$ cat config.mk
export PLATFORM = sky130hd
export DESIGN_NAME = switchgear_object_controller
export DESIGN_NICKNAME = d
export VERILOG_FILES = /design/src/logic/swg_pkg.sv /design/src/logic/switchgear_object_controller.sv
export SDC_FILE = /design/constraint.sdc
export NUM_CORES = 1
export LEC_CHECK = 0
export BUFFER_PORTS_ARGS = -buffer_cell sky130_fd_sc_hd__buf_2
export CAP_MARGIN = 20
export CORE_ASPECT_RATIO = 0.5
export CORE_MARGIN = 3
export CORE_UTILIZATION = 60
export DETAILED_ROUTE_END_ITERATION = 8
export GPL_TIMING_DRIVEN = 0
export PLACE_DENSITY = 0.78
export SLEW_MARGIN = 30
export SYNTH_ARGS = -nofsm -noshare
export SYNTH_HDL_FRONTEND = slang
export SYNTH_SLANG_ARGS = --single-unit
$ cat constraint.sdc
create_clock -name hclk -period 7.34 [get_ports hclk]
set_clock_uncertainty 0.2 [all_clocks]
set_input_delay 1.101 -clock hclk [delete_from_list [all_inputs] [get_ports hclk]]
set_output_delay 1.101 -clock hclk [all_outputs]
set_load 0.03 [all_outputs]
$ cat src/logic/swg_pkg.sv
// Purpose: Shared constants and types of the switchgear object controller
// Assumes: 200 MHz hclk, 32-bit AHB-Lite register bus
// Notes: Register map, field positions, reset values and carrier structs
package swg_pkg;
  localparam int CLK_MHZ = 200;
  // ---------------------------------------------------------------
  // Register offsets (byte addresses)
  // ---------------------------------------------------------------
  localparam logic [7:0] OFS_CTRL = 8'h00;
  localparam logic [7:0] OFS_TRAV = 8'h04;
  localparam logic [7:0] OFS_PLEN = 8'h08;
  localparam logic [7:0] OFS_TMO = 8'h0c;
  localparam logic [7:0] OFS_CMD = 8'h10;
  localparam logic [7:0] OFS_STAT = 8'h14;
  localparam logic [7:0] OFS_NREQ = 8'h18;
  localparam logic [7:0] OFS_NFAIL = 8'h1c;
  localparam logic [7:0] OFS_MASK = 8'h20;
  localparam logic [7:0] OFS_USED = 8'h24;
  localparam logic [7:0] OFS_BSEL = 8'h28;
  localparam logic [7:0] OFS_LSEL = 8'h2c;
  localparam logic [7:0] OFS_LDATA = 8'h30;
  // ---------------------------------------------------------------
  // Field positions
  // ---------------------------------------------------------------
  localparam int CT_ENABLE = 0;
  localparam int CT_REMOTE = 1;
  localparam int CT_USE_SYNC = 2;
  localparam int CT_USE_READY = 3;
  localparam int CT_WITHDRAW = 4;
  localparam int CT_SG_FORCE = 5;
  localparam int CT_SG_REMOTE = 6;
  localparam int CT_SG_ENABLE = 7;
  localparam int CT_LATCH_LO = 8;
  localparam int CM_OPEN = 0;
  localparam int CM_CLOSE = 1;
  localparam int CM_CLR_STATS = 2;
  localparam int CM_CLR_LOG = 3;
  localparam int CM_CLR_LATCH = 4;
  localparam int CM_SG_REMOTE = 5;
  localparam int CM_SG_FORCE = 6;
  localparam int CM_SG_LO = 8;
  localparam int LOG_DEPTH = 12;
  // ---------------------------------------------------------------
  // Reset values and default times
  // ---------------------------------------------------------------
  localparam logic [31:0] RST_CTRL = 32'h0000_0000;
  localparam logic [31:0] RST_MASK = 32'h0000_0000;
  localparam logic [31:0] RST_USED = 32'h0000_0001;
  localparam int TRAV_US = 200000;
  localparam int PLEN_US = 200000;
  localparam int TMO_US = 1000000;
  localparam logic [31:0] TRAV_CYC = 32'(TRAV_US * CLK_MHZ);
  localparam logic [31:0] PLEN_CYC = 32'(PLEN_US * CLK_MHZ);
  localparam logic [31:0] TMO_CYC = 32'(TMO_US * CLK_MHZ);
  // Event codes
  localparam logic [2:0] EV_OPEN_REQ = 3'h0;
  localparam logic [2:0] EV_CLOSE_REQ = 3'h1;
  localparam logic [2:0] EV_OPEN_FAIL = 3'h2;
  localparam logic [2:0] EV_CLOSE_FAIL = 3'h3;
  localparam logic [2:0] EV_SG_CHANGE = 3'h4;
  localparam logic [2:0] EV_POS_CHANGE = 3'h5;
  // ---------------------------------------------------------------
  // Types
  // ---------------------------------------------------------------
  typedef enum logic [1:0] {
    POS_BAD = 2'b00, POS_CLOSED = 2'b01, POS_OPEN = 2'b10, POS_MID = 2'b11
  } pos_t;
  typedef enum logic [1:0] {
    ST_IDLE = 2'b00, ST_DRIVE = 2'b01, ST_WAIT = 2'b10
  } st_t;
  typedef struct packed {
    logic pos_open;
    logic pos_close;
    logic cart_in;
    logic cart_out;
    logic sync_ok;
    logic obj_ready;
    logic local_open;
    logic local_close;
    logic app_open;
    logic app_close;
    logic [7:0] block;
    logic [7:0] sg_pulse;
    logic [7:0] sg_level;
  } pins_t;
  typedef struct packed {
    logic open_cmd;
    logic close_cmd;
    logic [3:0] status;
    logic event_pulse;
    logic [2:0] event_code;
    logic [2:0] active_sg;
  } outs_t;
endpackage

$ cat src/logic/switchgear_object_controller.sv
// Purpose: One switchgear object with setting group selection
// Assumes: Pins are asynchronous to hclk; AHB-Lite single word transfers
// Notes: Reads take one wait state, writes none; all outputs registered
`timescale 1ns/1ps
`default_nettype none
// Notes on behaviour
// - Position reported as bad, closed, open or intermediate from feedback.
// - Both feedback inputs low means intermediate, object in transit.
// - Both inputs high on object or cart means bad.
// - Intermediate shown only after traverse time passes without new position.
// - Open and close commands never longer than maximum pulse length.
// - Command drops at once when position feedback changes.
// - No position change within timeout aborts request, logs failure event.
// - Close refused unless every enabled sync and ready input is active.
// - Access local by default; local refuses bus, remote refuses local.
// - Application open and close obey no access selection.
// - Separate counters of open and close requests.
// - Separate failure counters when request leaves position unchanged.
// - Clear statistics zeroes request and failure counters.
// - Withdrawable object also uses cart inserted and withdrawn inputs.
// - Log keeps last 12 operations with time, type, failure; clearable.
// - Simultaneous group requests pick lowest index group.
// - Forced group change only while force enable set.
// - Only used groups may become active; one used after reset.
// - Groups selected by pulses or pulses mixed with levels.
// - Supervisory link group change only while remote enable set.
// - Event recorded only if its mask bit set; masks clear at reset.
// - Object and functions disabled after reset until enabled.
// - Any selected active blocking source inhibits operation.
// - Each status output latched or non-latched per connection.
// - Latched output holds until source drops and clear arrives.
module switchgear_object_controller #(
  parameter logic [31:0] TRAV_RST = swg_pkg::TRAV_CYC,
  parameter logic [31:0] PLEN_RST = swg_pkg::PLEN_CYC,
  parameter logic [31:0] TMO_RST = swg_pkg::TMO_CYC
) (
  input wire logic hclk,
  input wire logic hresetn,
  input wire logic hsel,
  input wire logic [31:0] haddr,
  input wire logic [1:0] htrans,
  input wire logic hwrite,
  input wire logic [2:0] hsize,
  input wire logic [31:0] hwdata,
  input wire logic hready,
  output logic hreadyout,
  output logic [31:0] hrdata,
  output logic hresp,
  input wire swg_pkg::pins_t pins,
  output swg_pkg::outs_t outs
);
  typedef struct packed {
    swg_pkg::pins_t s1;
    swg_pkg::pins_t s2;
    swg_pkg::pins_t s3;
    logic [31:0] ctrl;
    logic [31:0] trav;
    logic [31:0] plen;
    logic [31:0] tmo;
    logic [7:0] mask;
    logic [7:0] used;
    logic [7:0] bsel;
    logic [3:0] lsel;
    swg_pkg::pos_t pos;
    logic [31:0] tcnt;
    swg_pkg::st_t st;
    logic is_close;
    swg_pkg::pos_t start;
    logic [31:0] pcnt;
    logic [31:0] wcnt;
    logic [15:0] n_open;
    logic [15:0] n_close;
    logic [15:0] f_open;
    logic [15:0] f_close;
    logic [swg_pkg::LOG_DEPTH-1:0][15:0] oplog;
    logic [3:0] wp;
    logic [3:0] lcnt;
    logic [3:0] held;
    logic rd_pend;
    logic wr_pend;
    logic [7:0] a;
    logic [31:0] rdata;
    logic rdy;
    swg_pkg::outs_t o;
  } state_t;

  state_t q;
  state_t next_q;

  // ---------------------------------------------------------------
  // Helpers
  // ---------------------------------------------------------------
  // Feedback pair to position; both high is bad, both low in transit
  function automatic swg_pkg::pos_t decode(input logic op, input logic cl);
    case ({op, cl})
      2'b11: decode = swg_pkg::POS_BAD;
      2'b01: decode = swg_pkg::POS_CLOSED;
      2'b10: decode = swg_pkg::POS_OPEN;
      default: decode = swg_pkg::POS_MID;
    endcase
  endfunction

  // Lowest set bit: {found, index}; used for groups and events
  function automatic logic [3:0] first_set(input logic [7:0] v);
    first_set = 4'h0;
    for (int i = 7; i >= 0; i--) begin
      if (v[i]) begin
        first_set = {1'b1, 3'(i)};
      end
    end
  endfunction

  // Ring index of the k-th newest log entry
  function automatic logic [3:0] log_idx(input logic [3:0] wp,
                                         input logic [3:0] k);
    logic [4:0] t;
    t = 5'(wp) + 5'(swg_pkg::LOG_DEPTH) - 5'd1 - 5'(k);
    if (t >= 5'(swg_pkg::LOG_DEPTH)) begin
      t = t - 5'(swg_pkg::LOG_DEPTH);
    end
    log_idx = t[3:0];
  endfunction

  // ---------------------------------------------------------------
  // Next state
  // ---------------------------------------------------------------
  always_comb begin
    logic av, req_open, req_close, blocked, close_ok, done, fail;
    logic [31:0] cmd;
    swg_pkg::pos_t raw, cart, obj;
    logic [7:0] sg_req;
    logic [3:0] pick, src;
    logic [2:0] grp;
    logic [7:0] ev;
    logic [15:0] entry;
    next_q = q;
    av = 1'b0;
    req_open = 1'b0;
    req_close = 1'b0;
    blocked = 1'b0;
    close_ok = 1'b0;
    done = 1'b0;
    fail = 1'b0;
    cmd = 32'h0000_0000;
    raw = swg_pkg::POS_MID;
    cart = swg_pkg::POS_MID;
    obj = swg_pkg::POS_MID;
    sg_req = 8'h00;
    pick = 4'h0;
    src = 4'h0;
    ev = 8'h00;
    entry = 16'h0000;
    grp = 3'h0;
    // Two-stage pin synchroniser, third stage for edge detection
    next_q.s1 = pins;
    next_q.s2 = q.s1;
    next_q.s3 = q.s2;

    // AHB-Lite slave: reads get one wait state so that a write
    // immediately before is always visible
    next_q.rdy = 1'b1;
    next_q.wr_pend = 1'b0;
    if (q.rd_pend) begin
      next_q.rd_pend = 1'b0;
      case (q.a)
        swg_pkg::OFS_CTRL: next_q.rdata = q.ctrl;
        swg_pkg::OFS_TRAV: next_q.rdata = q.trav;
        swg_pkg::OFS_PLEN: next_q.rdata = q.plen;
        swg_pkg::OFS_TMO: next_q.rdata = q.tmo;
        swg_pkg::OFS_STAT: next_q.rdata = {16'h0000, q.lcnt,
          1'b0, q.o.active_sg, q.o.open_cmd, q.o.close_cmd, q.st,
          2'b00, q.pos};
        swg_pkg::OFS_NREQ: next_q.rdata = {q.n_close, q.n_open};
        swg_pkg::OFS_NFAIL: next_q.rdata = {q.f_close, q.f_open};
        swg_pkg::OFS_MASK: next_q.rdata = {24'h00_0000, q.mask};
        swg_pkg::OFS_USED: next_q.rdata = {24'h00_0000, q.used};
        swg_pkg::OFS_BSEL: next_q.rdata = {24'h00_0000, q.bsel};
        swg_pkg::OFS_LSEL: next_q.rdata = {28'h000_0000, q.lsel};
        swg_pkg::OFS_LDATA: next_q.rdata = (q.lsel < q.lcnt) ?
          {16'h0000, q.oplog[log_idx(q.wp, q.lsel)]} : 32'h0000_0000;
        default: next_q.rdata = 32'h0000_0000;
      endcase
    end
    if (hsel && htrans[1] && hready) begin
      next_q.a = {haddr[7:2], 2'b00};
      next_q.wr_pend = hwrite;
      next_q.rd_pend = !hwrite;
      next_q.rdy = hwrite;
    end
    // Write data phase
    if (q.wr_pend) begin
      case (q.a)
        swg_pkg::OFS_CTRL: next_q.ctrl = hwdata;
        swg_pkg::OFS_TRAV: next_q.trav = hwdata;
        swg_pkg::OFS_PLEN: next_q.plen = hwdata;
        swg_pkg::OFS_TMO: next_q.tmo = hwdata;
        swg_pkg::OFS_CMD: cmd = hwdata;
        swg_pkg::OFS_MASK: next_q.mask = hwdata[7:0];
        swg_pkg::OFS_USED: next_q.used = hwdata[7:0];
        swg_pkg::OFS_BSEL: next_q.bsel = hwdata[7:0];
        swg_pkg::OFS_LSEL: next_q.lsel = hwdata[3:0];
        default: av = 1'b0;
      endcase
    end

    // ---------------------------------------------------------------
    // Position with traverse filtering
    // ---------------------------------------------------------------
    raw = decode(q.s2.pos_open, q.s2.pos_close);
    cart = decode(q.s2.cart_out, q.s2.cart_in);
    obj = raw;
    if (q.ctrl[swg_pkg::CT_WITHDRAW] && cart == swg_pkg::POS_BAD) begin
      obj = swg_pkg::POS_BAD;
    end
    // Hold the last end position while in transit, so a normal
    // travel does not flash intermediate on the outputs
    if (obj == swg_pkg::POS_MID) begin
      if (q.tcnt >= q.trav) begin
        next_q.pos = swg_pkg::POS_MID;
      end else begin
        next_q.tcnt = q.tcnt + 32'd1;
      end
    end else begin
      next_q.tcnt = 32'h0000_0000;
      next_q.pos = obj;
    end
    if (next_q.pos != q.pos) begin
      ev[swg_pkg::EV_POS_CHANGE] = 1'b1;
    end

    // ---------------------------------------------------------------
    // Request sources, access and interlocks
    // ---------------------------------------------------------------
    req_open = q.s2.app_open && !q.s3.app_open;
    req_close = q.s2.app_close && !q.s3.app_close;
    if (q.ctrl[swg_pkg::CT_REMOTE]) begin
      req_open = req_open || cmd[swg_pkg::CM_OPEN];
      req_close = req_close || cmd[swg_pkg::CM_CLOSE];
    end else begin
      req_open = req_open || (q.s2.local_open && !q.s3.local_open);
      req_close = req_close ||
        (q.s2.local_close && !q.s3.local_close);
    end
    blocked = |(q.s2.block & q.bsel);
    close_ok = (!q.ctrl[swg_pkg::CT_USE_SYNC] || q.s2.sync_ok) &&
      (!q.ctrl[swg_pkg::CT_USE_READY] || q.s2.obj_ready);
    if (!q.ctrl[swg_pkg::CT_ENABLE] || blocked) begin
      req_open = 1'b0;
      req_close = 1'b0;
    end
    if (!close_ok || req_open) begin
      req_close = 1'b0;
    end

    // ---------------------------------------------------------------
    // Command sequencer
    // ---------------------------------------------------------------
    case (q.st)
      swg_pkg::ST_IDLE: begin
        // New request only from idle, open wins a tie
        if (req_open || req_close) begin
          next_q.st = swg_pkg::ST_DRIVE;
          next_q.is_close = req_close;
          next_q.start = raw;
          next_q.pcnt = 32'h0000_0000;
          next_q.wcnt = 32'h0000_0000;
          next_q.o.open_cmd = req_open;
          next_q.o.close_cmd = req_close;
          ev[swg_pkg::EV_OPEN_REQ] = req_open;
          ev[swg_pkg::EV_CLOSE_REQ] = req_close;
        end
      end
      swg_pkg::ST_DRIVE, swg_pkg::ST_WAIT: begin
        next_q.pcnt = q.pcnt + 32'd1;
        next_q.wcnt = q.wcnt + 32'd1;
        if (raw != q.start || q.pcnt + 32'd1 >= q.plen) begin
          next_q.o.open_cmd = 1'b0;
          next_q.o.close_cmd = 1'b0;
          next_q.st = swg_pkg::ST_WAIT;
        end
        if (raw == (q.is_close ? swg_pkg::POS_CLOSED :
                    swg_pkg::POS_OPEN)) begin
          done = 1'b1;
        end else if (q.wcnt + 32'd1 >= q.tmo) begin
          fail = 1'b1;
        end
        if (done || fail) begin
          next_q.st = swg_pkg::ST_IDLE;
          next_q.o.open_cmd = 1'b0;
          next_q.o.close_cmd = 1'b0;
          ev[swg_pkg::EV_OPEN_FAIL] = fail && !q.is_close;
          ev[swg_pkg::EV_CLOSE_FAIL] = fail && q.is_close;
        end
      end
      default: begin
        next_q.st = swg_pkg::ST_IDLE;
        next_q.o.open_cmd = 1'b0;
        next_q.o.close_cmd = 1'b0;
      end
    endcase

    // ---------------------------------------------------------------
    // Statistics: a count in the clearing cycle survives the clear
    // ---------------------------------------------------------------
    if (cmd[swg_pkg::CM_CLR_STATS]) begin
      next_q.n_open = 16'h0000;
      next_q.n_close = 16'h0000;
      next_q.f_open = 16'h0000;
      next_q.f_close = 16'h0000;
    end
    next_q.n_open = next_q.n_open + 16'(ev[swg_pkg::EV_OPEN_REQ]);
    next_q.n_close = next_q.n_close + 16'(ev[swg_pkg::EV_CLOSE_REQ]);
    next_q.f_open = next_q.f_open + 16'(ev[swg_pkg::EV_OPEN_FAIL]);
    next_q.f_close = next_q.f_close + 16'(ev[swg_pkg::EV_CLOSE_FAIL]);

    // Operation log; duration saturates at 14 bits of cycles
    if (cmd[swg_pkg::CM_CLR_LOG]) begin
      next_q.lcnt = 4'h0;
      next_q.wp = 4'h0;
    end
    if (done || fail) begin
      entry = {fail, q.is_close,
        (|q.wcnt[31:14]) ? 14'h3fff : q.wcnt[13:0]};
      next_q.oplog[next_q.wp] = entry;
      next_q.wp = (next_q.wp == 4'(swg_pkg::LOG_DEPTH - 1)) ?
        4'h0 : next_q.wp + 4'h1;
      if (next_q.lcnt != 4'(swg_pkg::LOG_DEPTH)) begin
        next_q.lcnt = next_q.lcnt + 4'h1;
      end
    end

    // ---------------------------------------------------------------
    // Setting groups: pulse edges and static levels, lowest wins
    // ---------------------------------------------------------------
    sg_req = (q.s2.sg_pulse & ~q.s3.sg_pulse) | q.s2.sg_level;
    pick = first_set(sg_req & q.used);
    if (pick[3] && q.ctrl[swg_pkg::CT_SG_ENABLE]) begin
      grp = pick[2:0];
      av = 1'b1;
    end
    if (cmd[swg_pkg::CM_SG_REMOTE] && q.ctrl[swg_pkg::CT_SG_REMOTE]) begin
      grp = cmd[swg_pkg::CM_SG_LO +: 3];
      av = 1'b1;
    end
    if (cmd[swg_pkg::CM_SG_FORCE] && q.ctrl[swg_pkg::CT_SG_FORCE]) begin
      grp = cmd[swg_pkg::CM_SG_LO +: 3];
      av = 1'b1;
    end
    if (av && q.used[grp] && grp != q.o.active_sg) begin
      next_q.o.active_sg = grp;
      ev[swg_pkg::EV_SG_CHANGE] = 1'b1;
    end

    // Masked event report, lowest code first
    pick = first_set(ev & q.mask);
    next_q.o.event_pulse = pick[3];
    if (pick[3]) begin
      next_q.o.event_code = pick[2:0];
    end

    // ---------------------------------------------------------------
    // Status outputs: closed, open, bad, intermediate
    // ---------------------------------------------------------------
    src = {next_q.pos == swg_pkg::POS_MID, next_q.pos == swg_pkg::POS_BAD,
      next_q.pos == swg_pkg::POS_OPEN, next_q.pos == swg_pkg::POS_CLOSED};
    for (int i = 0; i < 4; i++) begin
      // A clear while the source stands is ignored
      if (cmd[swg_pkg::CM_CLR_LATCH] && !src[i]) begin
        next_q.held[i] = 1'b0;
      end
      if (src[i]) begin
        next_q.held[i] = 1'b1;
      end
      next_q.o.status[i] = q.ctrl[swg_pkg::CT_LATCH_LO + i] ?
        next_q.held[i] : src[i];
    end
  end

  // ---------------------------------------------------------------
  // State register
  // ---------------------------------------------------------------
  always_ff @(posedge hclk or negedge hresetn) begin
    if (!hresetn) begin
      q <= '0;
      q.ctrl <= swg_pkg::RST_CTRL;
      q.trav <= TRAV_RST;
      q.plen <= PLEN_RST;
      q.tmo <= TMO_RST;
      q.mask <= swg_pkg::RST_MASK[7:0];
      q.used <= swg_pkg::RST_USED[7:0];
      q.pos <= swg_pkg::POS_MID;
      q.start <= swg_pkg::POS_MID;
      q.st <= swg_pkg::ST_IDLE;
      q.rdy <= 1'b1;
    end else begin
      q <= next_q;
    end
  end

  assign hreadyout = q.rdy;
  assign hrdata = q.rdata;
  assign hresp = 1'b0;
  assign outs = q.o;
endmodule
`default_nettype wire

==> run summary, run 1 <==
Max H-tree Level -> 2
Congestion Overflow GR -> 0
Layout Cells excl Fill -> 3,983
CTS tree -> yes
Post-synthesis average cell area -> 10.7 um^2
Core area -> 52,800 um^2
Synth area leader -> dfrtp_1
CTS Buf Count -> 56
CP max FO -> 6
Num ports -> 155
Vias -> 25,104
Postcts setup bufs -> 0
Area grow syn2layout -> 11.3%
Post-DR wirelength/cell -> 23.2 um
# Max-Cap Violations -> 0
WL final -> 92.4 mm
Synth warn -> 0
Psw -> 3.43 mW
Die height -> 171 um
Post-Place Cells -> 3,879
HPWL Detailed -> 68.3 mm
Initial drt markers -> 3,158
Worst hold path type -> register to register
FILL cells -> 3,831
Longest Clk Path Bufs -> 3
Final Power -> 10.2 mW
Pin count of the biggest net entering global routing -> 90
Vias in the first global route -> 24,925
Die ar. -> 57,300 um^2
Commonest cells post-synth -> dfrtp_1, nand2_1, o21ai_0, mux2_2, clkbuf_1
Most frequent cell after synthesis -> dfrtp_1
Worst r2r src -> q[326]$_DFFE_PN0P_
Final nets -> 3,471
First-pass GRT wire length -> 143 mm
PwrDens -> 280 nW/um^2
Worst slew margin relative to its limit -> 31.2%
Sequential element share of the synthesized area -> 50.9%
Post-Syn Nets -> 3,284
Post_cts resized -> 0
Drt drc -> 0
#FFs+latches synth -> 661
Ys flop type -> dfrtp_1
Clk slew on worst S/H paths -> 0.07 ns
GRT Util Overall -> 32.5%
Fin. Hold Viols -> 0
RePlAce Congestion -> 0.986
RSZ-0062 raised after global routing -> false
CP Capture Type -> register
VDD IR max -> 0.189 mV
Worst skew pair latency -> 0.64 ns
Post-synthesis cell type count -> 73
Post-synth EDFFs -> 0
CTS root buf -> clkbuf_16
Diode count -> 0
Setup-failing EPs final -> 0
Row count -> 59
DR pass1 iterations -> 6
Register Area -> 16,600 um^2
Multi-input logic area -> 14,500 um^2
Post-CTS Hold Buffers -> 0
Final period utilization -> 94.6%
Chip Width -> 335 um
Vias/cell -> 6.30
Initial antenna violation count -> 3
Status -> completed
Slew @ Worst Pin -> 1.03 ns
Clock share of power -> 31.4%
Synth area leaders -> dfrtp_1, mux2_2, ha_1, nand2_1, o21ai_0
Synth top area share -> 48.2%
Post-DRT Antenna Nets -> 0
Proportion of power drawn by combinational gates -> 25.8%
Max Slew Vio Count -> 0
WP data required -> 7.62 ns
Layout cells sized above 1 -> 17.3%
Port Buffers -> 120
Clock sinks -> 661
Internal -> 6.74 mW
Initial core utilization -> 61.7%
Max Fclk -> 144 MHz
Switching Fraction -> 33.7%
Ys async rst share -> 100%
Min-delay src -> next_q[621]$_DFF_PN0_
Worst setup path class -> register to register
Data arrival, critical path -> 7.22 ns
Post-Synthesis Cells -> 3,049
Leakage -> 16.7 nW
Worst Setup SP -> q[326]$_DFFE_PN0P_
Register share of total power -> 42.8%
Critical path launch point type -> register
Tmin final -> 6.94 ns
WHS -> 0.143 ns
Synth Cell Area -> 32,600 um^2
==> metrics by stage <==
stage,TNS [ns],setup WS (ns),area [um^2],util (%)
2_1_floorplan,0,2.03,32600,-
3_3_place_gp,-5528.84,-8.67,34000,64.5
3_5_place_dp,0,0.245,34300,65.0
4_1_cts,0,0.188,36200,68.7
5_1_grt,0,0.000525,36200,68.7
6_report,0,0.396,36200,68.7
==> final timing paths <==
| kind | slack, ns | to | cells after the start |
|---|---|---|---|
| min in group asynchronous | 0.27 | next_q[631]$_DFF_PN0_ | 1 |
| hold / removal | 0.14 | next_q[587]$_DFF_PN0_ | 0 |
| max in group asynchronous | 5.12 | q[479]$_DFFE_PN1P_ | 4 |
| setup / recovery | 0.40 | q[270]$_DFF_PN0_ | 24 |
| setup reg to reg | 0.40 | q[270]$_DFF_PN0_ | 24 |
| hold reg to reg | 0.14 | next_q[587]$_DFF_PN0_ | 0 |
==> power by group through the flow <==
stage | clock (mW) | sequential (mW) | combinational, mW
2_1_floorplan | 0 | 4.27 | 1.77
3_3_place_gp | 0 | 4.38 | 2.45
3_5_place_dp | 0 | 4.40 | 2.55
4_1_cts | 3.22 | 4.34 | 2.57
5_1_grt | 3.37 | 4.38 | 2.83
6_report | 3.19 | 4.35 | 2.62
==> area by class of cell <==
type,instances,area share (%)
clock inverters,22,0.849
plain buffers,220,2.81
clock buffers,82,4.49
repair buffers,129,2.32
well taps,701,2.42
flip-flops and latches,661,45.8
multi-input cells,2027,39.9
inverters,141,1.46
==> per-layer routing <==
layer / vias to the layer above / part of all wire, % / GRT usage [%]
met4: 4 / 4.1 / 12.0
met3: 243 / 8.6 / 6.79
li1: 11117 / - / -
met1: 12651 / 42 / 45.1
met5: - / 0.017 / 0
met2: 1089 / 46 / 51.4
==> sequential cells by signal (all words and copies together), names as in the netlist <==
register	cells
hrdata	32
hreadyout	1
next_q	68
outs	13
q	547
==> cells in the final DEF (no fill, tap or decap), types with 46 or more instances in the layout <==
master / Yosys / final
buf_2: 1 / 120
nor2_1: 141 / 140
dfrtp_1: 627 / 627
inv_1: 141 / 141
mux4_2: 57 / 57
xnor2_1: 78 / 78
clkbuf_1: 152 / 164
nand4_1: 47 / 47
nand2_1: 396 / 396
buf_4: 46 / 46
xor2_1: 46 / 46
a21oi_1: 76 / 76
ha_1: 126 / 126
mux2_2: 188 / 188
nand3_1: 81 / 81
clkbuf_16: 0 / 56
o21ai_0: 283 / 282
==> worst max-delay path, cell delays in order, from the launching register on <==
cell,delay [ns]
dfrtp_1,0.44
and3_1,0.20
and3_1,0.25
nand4_1,0.33
nor4_1,0.66
nand4_1,0.22
or3_1,0.38
clkbuf_1,0.16
or3_1,0.38
nand2_1,0.08
ha_1,0.14
nand3_1,0.12
nor4_2,0.63
a221oi_1,0.16
o221a_2,0.22
o21ai_1,0.33
and2_1,0.28
and3_1,0.28
ha_1,0.24
ha_1,0.21
and3_1,0.16
clkbuf_1,0.27
nand3_1,0.15
xor2_1,0.19
nor2_1,0.07
==> cell families after synthesis <==
group	Yosys count	share of synthesized area, %
AOI/OAI and AO/OA	647	12.6
xor gates and xnor gates	124	3.33
adders and majority gates	127	4.90
buffers and inverters	361	4.74
DFF	661	50.9
muxes	278	11.5
other	1	0.0115
and+or+nand+nor	850	12.1
(Power assumes the default switching activity.)
==> inputs of run 2 (changes only) <==
--- a/config.mk
+++ b/config.mk
@@ -13,6 +13,7 @@
 export DETAILED_ROUTE_END_ITERATION = 8
 export GPL_TIMING_DRIVEN = 0
 export PLACE_DENSITY = 0.78
+export RECOVER_POWER = 50
 export SLEW_MARGIN = 30
 export SYNTH_ARGS = -nofsm -noshare
 export SYNTH_HDL_FRONTEND = slang
==> run 2 against run 1 <==
The run now ends with max-capacitance violations, max-slew violations left. Worst setup slack worse by 0.0091 ns. Die area unchanged. Clock power about the same. Cell area down 0.29%. Final cell count unchanged. Register-to-register slack about the same. Total power about the same. Critical path type unchanged.
==> run summary, run 2 (synthesized netlist as in run 1, its figures left out) <==
CP cell instances -> and3_1, and3_1, nand4_1, nor4_1, nand4_1, or3_1, clkbuf_1, or3_1, nand2_1, ha_1, nand3_1, nor4_2, a221oi_1, o221a_2, o21ai_1, and2_1, and3_1, ha_1, ha_1, and3_1, clkbuf_1, nand3_1, xor2_1, nor2_1
Buf+Inv Stages, Crit Path -> 2 (unchanged)
First-pass GRT wire length -> 143 mm (unchanged)
Largest Register -> q
CP max FO -> 6 (unchanged)
Worst slew margin relative to its limit -> -166% (-200 points)
Layout Cells excl Fill -> 3,983 (unchanged)
Multi-input logic area -> 14,500 um^2 (unchanged)
Initial drt markers -> 3,011 (-4.7%)
Clock sinks -> 661 (unchanged)
Setup slack at placement -> 0.245 ns (unchanged)
GRT Util Overall -> 32.5% (unchanged)
Fin. Hold Viols -> 0 (unchanged)
CTS root buf -> clkbuf_16
Layout cells sized above 1 -> 17.2% (-0.091 points)
Status -> complete, but fails checks
Worst hold path type -> register to register
Port Buffers -> 120 (unchanged)
Failing checks -> max-capacitance violations, max-slew violations
Worst Slack Setup Final -> 0.386 ns (-0.00905 ns)
Family with the most delay on the worst path -> simple AND/OR/NAND/NOR gates
Data arrival, critical path -> 7.23 ns (about the same)
RePlAce Congestion -> 0.986 (unchanged)
RSZ-0062 raised after global routing -> false
Diode count -> 0 (unchanged)
Critical Path Most Common Cell -> and3_1
CP Capture Type -> register
Leakage -> 16.6 nW (-0.27%)
Post-DP Area -> 34,300 um^2 (unchanged)
Num ports -> 155 (unchanged)
Tmin final -> 6.95 ns (+0.00905 ns)
Worst setup path class -> register to register
Initial antenna violation count -> 3 (unchanged)
HPWL Detailed -> 68.3 mm (unchanged)
Vias/cell -> 6.34 (+0.65%)
Vias -> 25,268 (+0.65%)
Clk slew on worst S/H paths -> 0.07 ns (about the same)
Pin count of the biggest net entering global routing -> 90 (unchanged)
VDD IR max -> 0.188 mV (-0.81%)
CTS tree -> yes
Setup-failing EPs final -> 0 (unchanged)
Post-DR wirelength/cell -> 23.2 um (about the same)
Postcts setup bufs -> 0 (unchanged)
Slew @ Worst Pin -> 3.99 ns (+2.96 ns)
WP data required -> 7.62 ns (about the same)
Chip Width -> 335 um (unchanged)
FILL cells -> 3,846 (+0.39%)
Register Area -> 16,600 um^2 (unchanged)
Max Fclk -> 144 MHz (-0.13%)
Post-CTS Hold Buffers -> 0 (unchanged)
Die ar. -> 57,300 um^2 (unchanged)
Max reg flops -> 547 (unchanged)
Congestion Overflow GR -> 0 (unchanged)
Design Area, Final -> 36,100 um^2 (-0.29%)
Slowest stage cell, crit path -> nor4_2
Core area -> 52,800 um^2 (unchanged)
Vias in the first global route -> 24,925 (unchanged)
Max Slew Vio Count -> 403 (+403)
WL final -> 92.4 mm (about the same)
Final nets -> 3,471 (unchanged)
PwrDens -> 281 nW/um^2 (+0.28%)
Post-Place Cells -> 3,879 (unchanged)
DR pass1 iterations -> 6 (unchanged)
Worst skew pair latency -> 0.65 ns (about the same)
Post-DRT Antenna Nets -> 0 (unchanged)
Commonest non-fill, non-tap cell in the layout -> dfrtp_1
Area grow syn2layout -> 11.0%
Longest Clk Path Bufs -> 3 (unchanged)
Most frequent cells in the layout -> dfrtp_1, nand2_1, o21ai_0
Final period utilization -> 94.7% (+0.12 points)
Drt drc -> 0 (unchanged)
Setup_tns -> 0 ns (unchanged)
CP max stage delay -> 0.67 ns (about the same)
Post_cts resized -> 0 (unchanged)
Max H-tree Level -> 2 (unchanged)
# Max-Cap Violations -> 5 (+5)
Row count -> 59 (unchanged)
Critical path launch point type -> register
Initial core utilization -> 61.7% (unchanged)
Die height -> 171 um (unchanged)
CTS Buf Count -> 56 (unchanged)
-- run 2: area by class of cell --
class,instances,area share (%)
Buffer,220,2.81
Inverter,141,1.46
Clock inverter,22,0.852
Timing Repair Buffer,129,2.04
Multi-Input combinational cell,2027,40.0
Clock buffer,82,4.51
Tap cell,701,2.43
Sequential cell,661,45.9
-- run 2: worst reg2reg max path, stage by stage (launching register included) --
cell      delay, ns
dfrtp_1        0.44
and3_1         0.20
and3_1         0.26
nand4_1        0.33
nor4_1         0.66
nand4_1        0.22
or3_1          0.38
clkbuf_1       0.16
or3_1          0.38
nand2_1        0.08
ha_1           0.14
nand3_1        0.12
nor4_2         0.67
a221oi_1       0.17
o221a_2        0.22
o21ai_1        0.30
and2_1         0.28
and3_1         0.28
ha_1           0.24
ha_1           0.21
and3_1         0.17
clkbuf_1       0.27
nand3_1        0.15
xor2_1         0.19
nor2_1         0.07
-- run 2: path summary, 6_finish.rpt --
path	slack [ns]	cells after the start	end	start
worst max register to register	0.39	24	q[270]$_DFF_PN0_	q[326]$_DFFE_PN0P_
min in group asynchronous	1.66	1	q[218]$_DFFE_PN0P_	hresetn
max in group asynchronous	1.41	4	q[480]$_DFFE_PN1P_	hresetn
worst min register to register	0.14	0	next_q[587]$_DFF_PN0_	next_q[621]$_DFF_PN0_
worst min-delay path	0.14	0	next_q[587]$_DFF_PN0_	next_q[621]$_DFF_PN0_
worst max-delay path	0.39	24	q[270]$_DFF_PN0_	q[326]$_DFFE_PN0P_
-- run 2: power breakdown --
part / leakage (nW) / internal [mW] / switching, mW / total, mW
registers: 8.51 / 4.04 / 0.316 / 4.36
logic: 7.16 / 0.933 / 1.68 / 2.61
clock network: 0.942 / 1.76 / 1.44 / 3.20
total: 16.6 / 6.73 / 3.43 / 10.2
-- run 2: per-layer routing --
| layer | track usage (%) | wire length (um) | vias up |
|---|---|---|---|
| met3 | 6.79 | 7930 | 253 |
| met1 | 45.1 | 38300 | 12769 |
| met2 | 51.4 | 42300 | 1119 |
| li1 | - | - | 11123 |
| met4 | 12.0 | 3850 | 4 |
| met5 | 0 | 16 | - |
-- run 2: stage by stage --
step | total power, mW | hold WS, ns | utilization [%]
after CTS | 10.1 | 0.143 | 68.7
after detailed placement | 6.95 | 0.135 | 65.0
after global placement | 6.83 | 0.133 | 64.5
final | 10.2 | 0.142 | 68.5
after global routing | 10.6 | 0.150 | 68.5
after floorplan | 6.04 | 0.131 | -
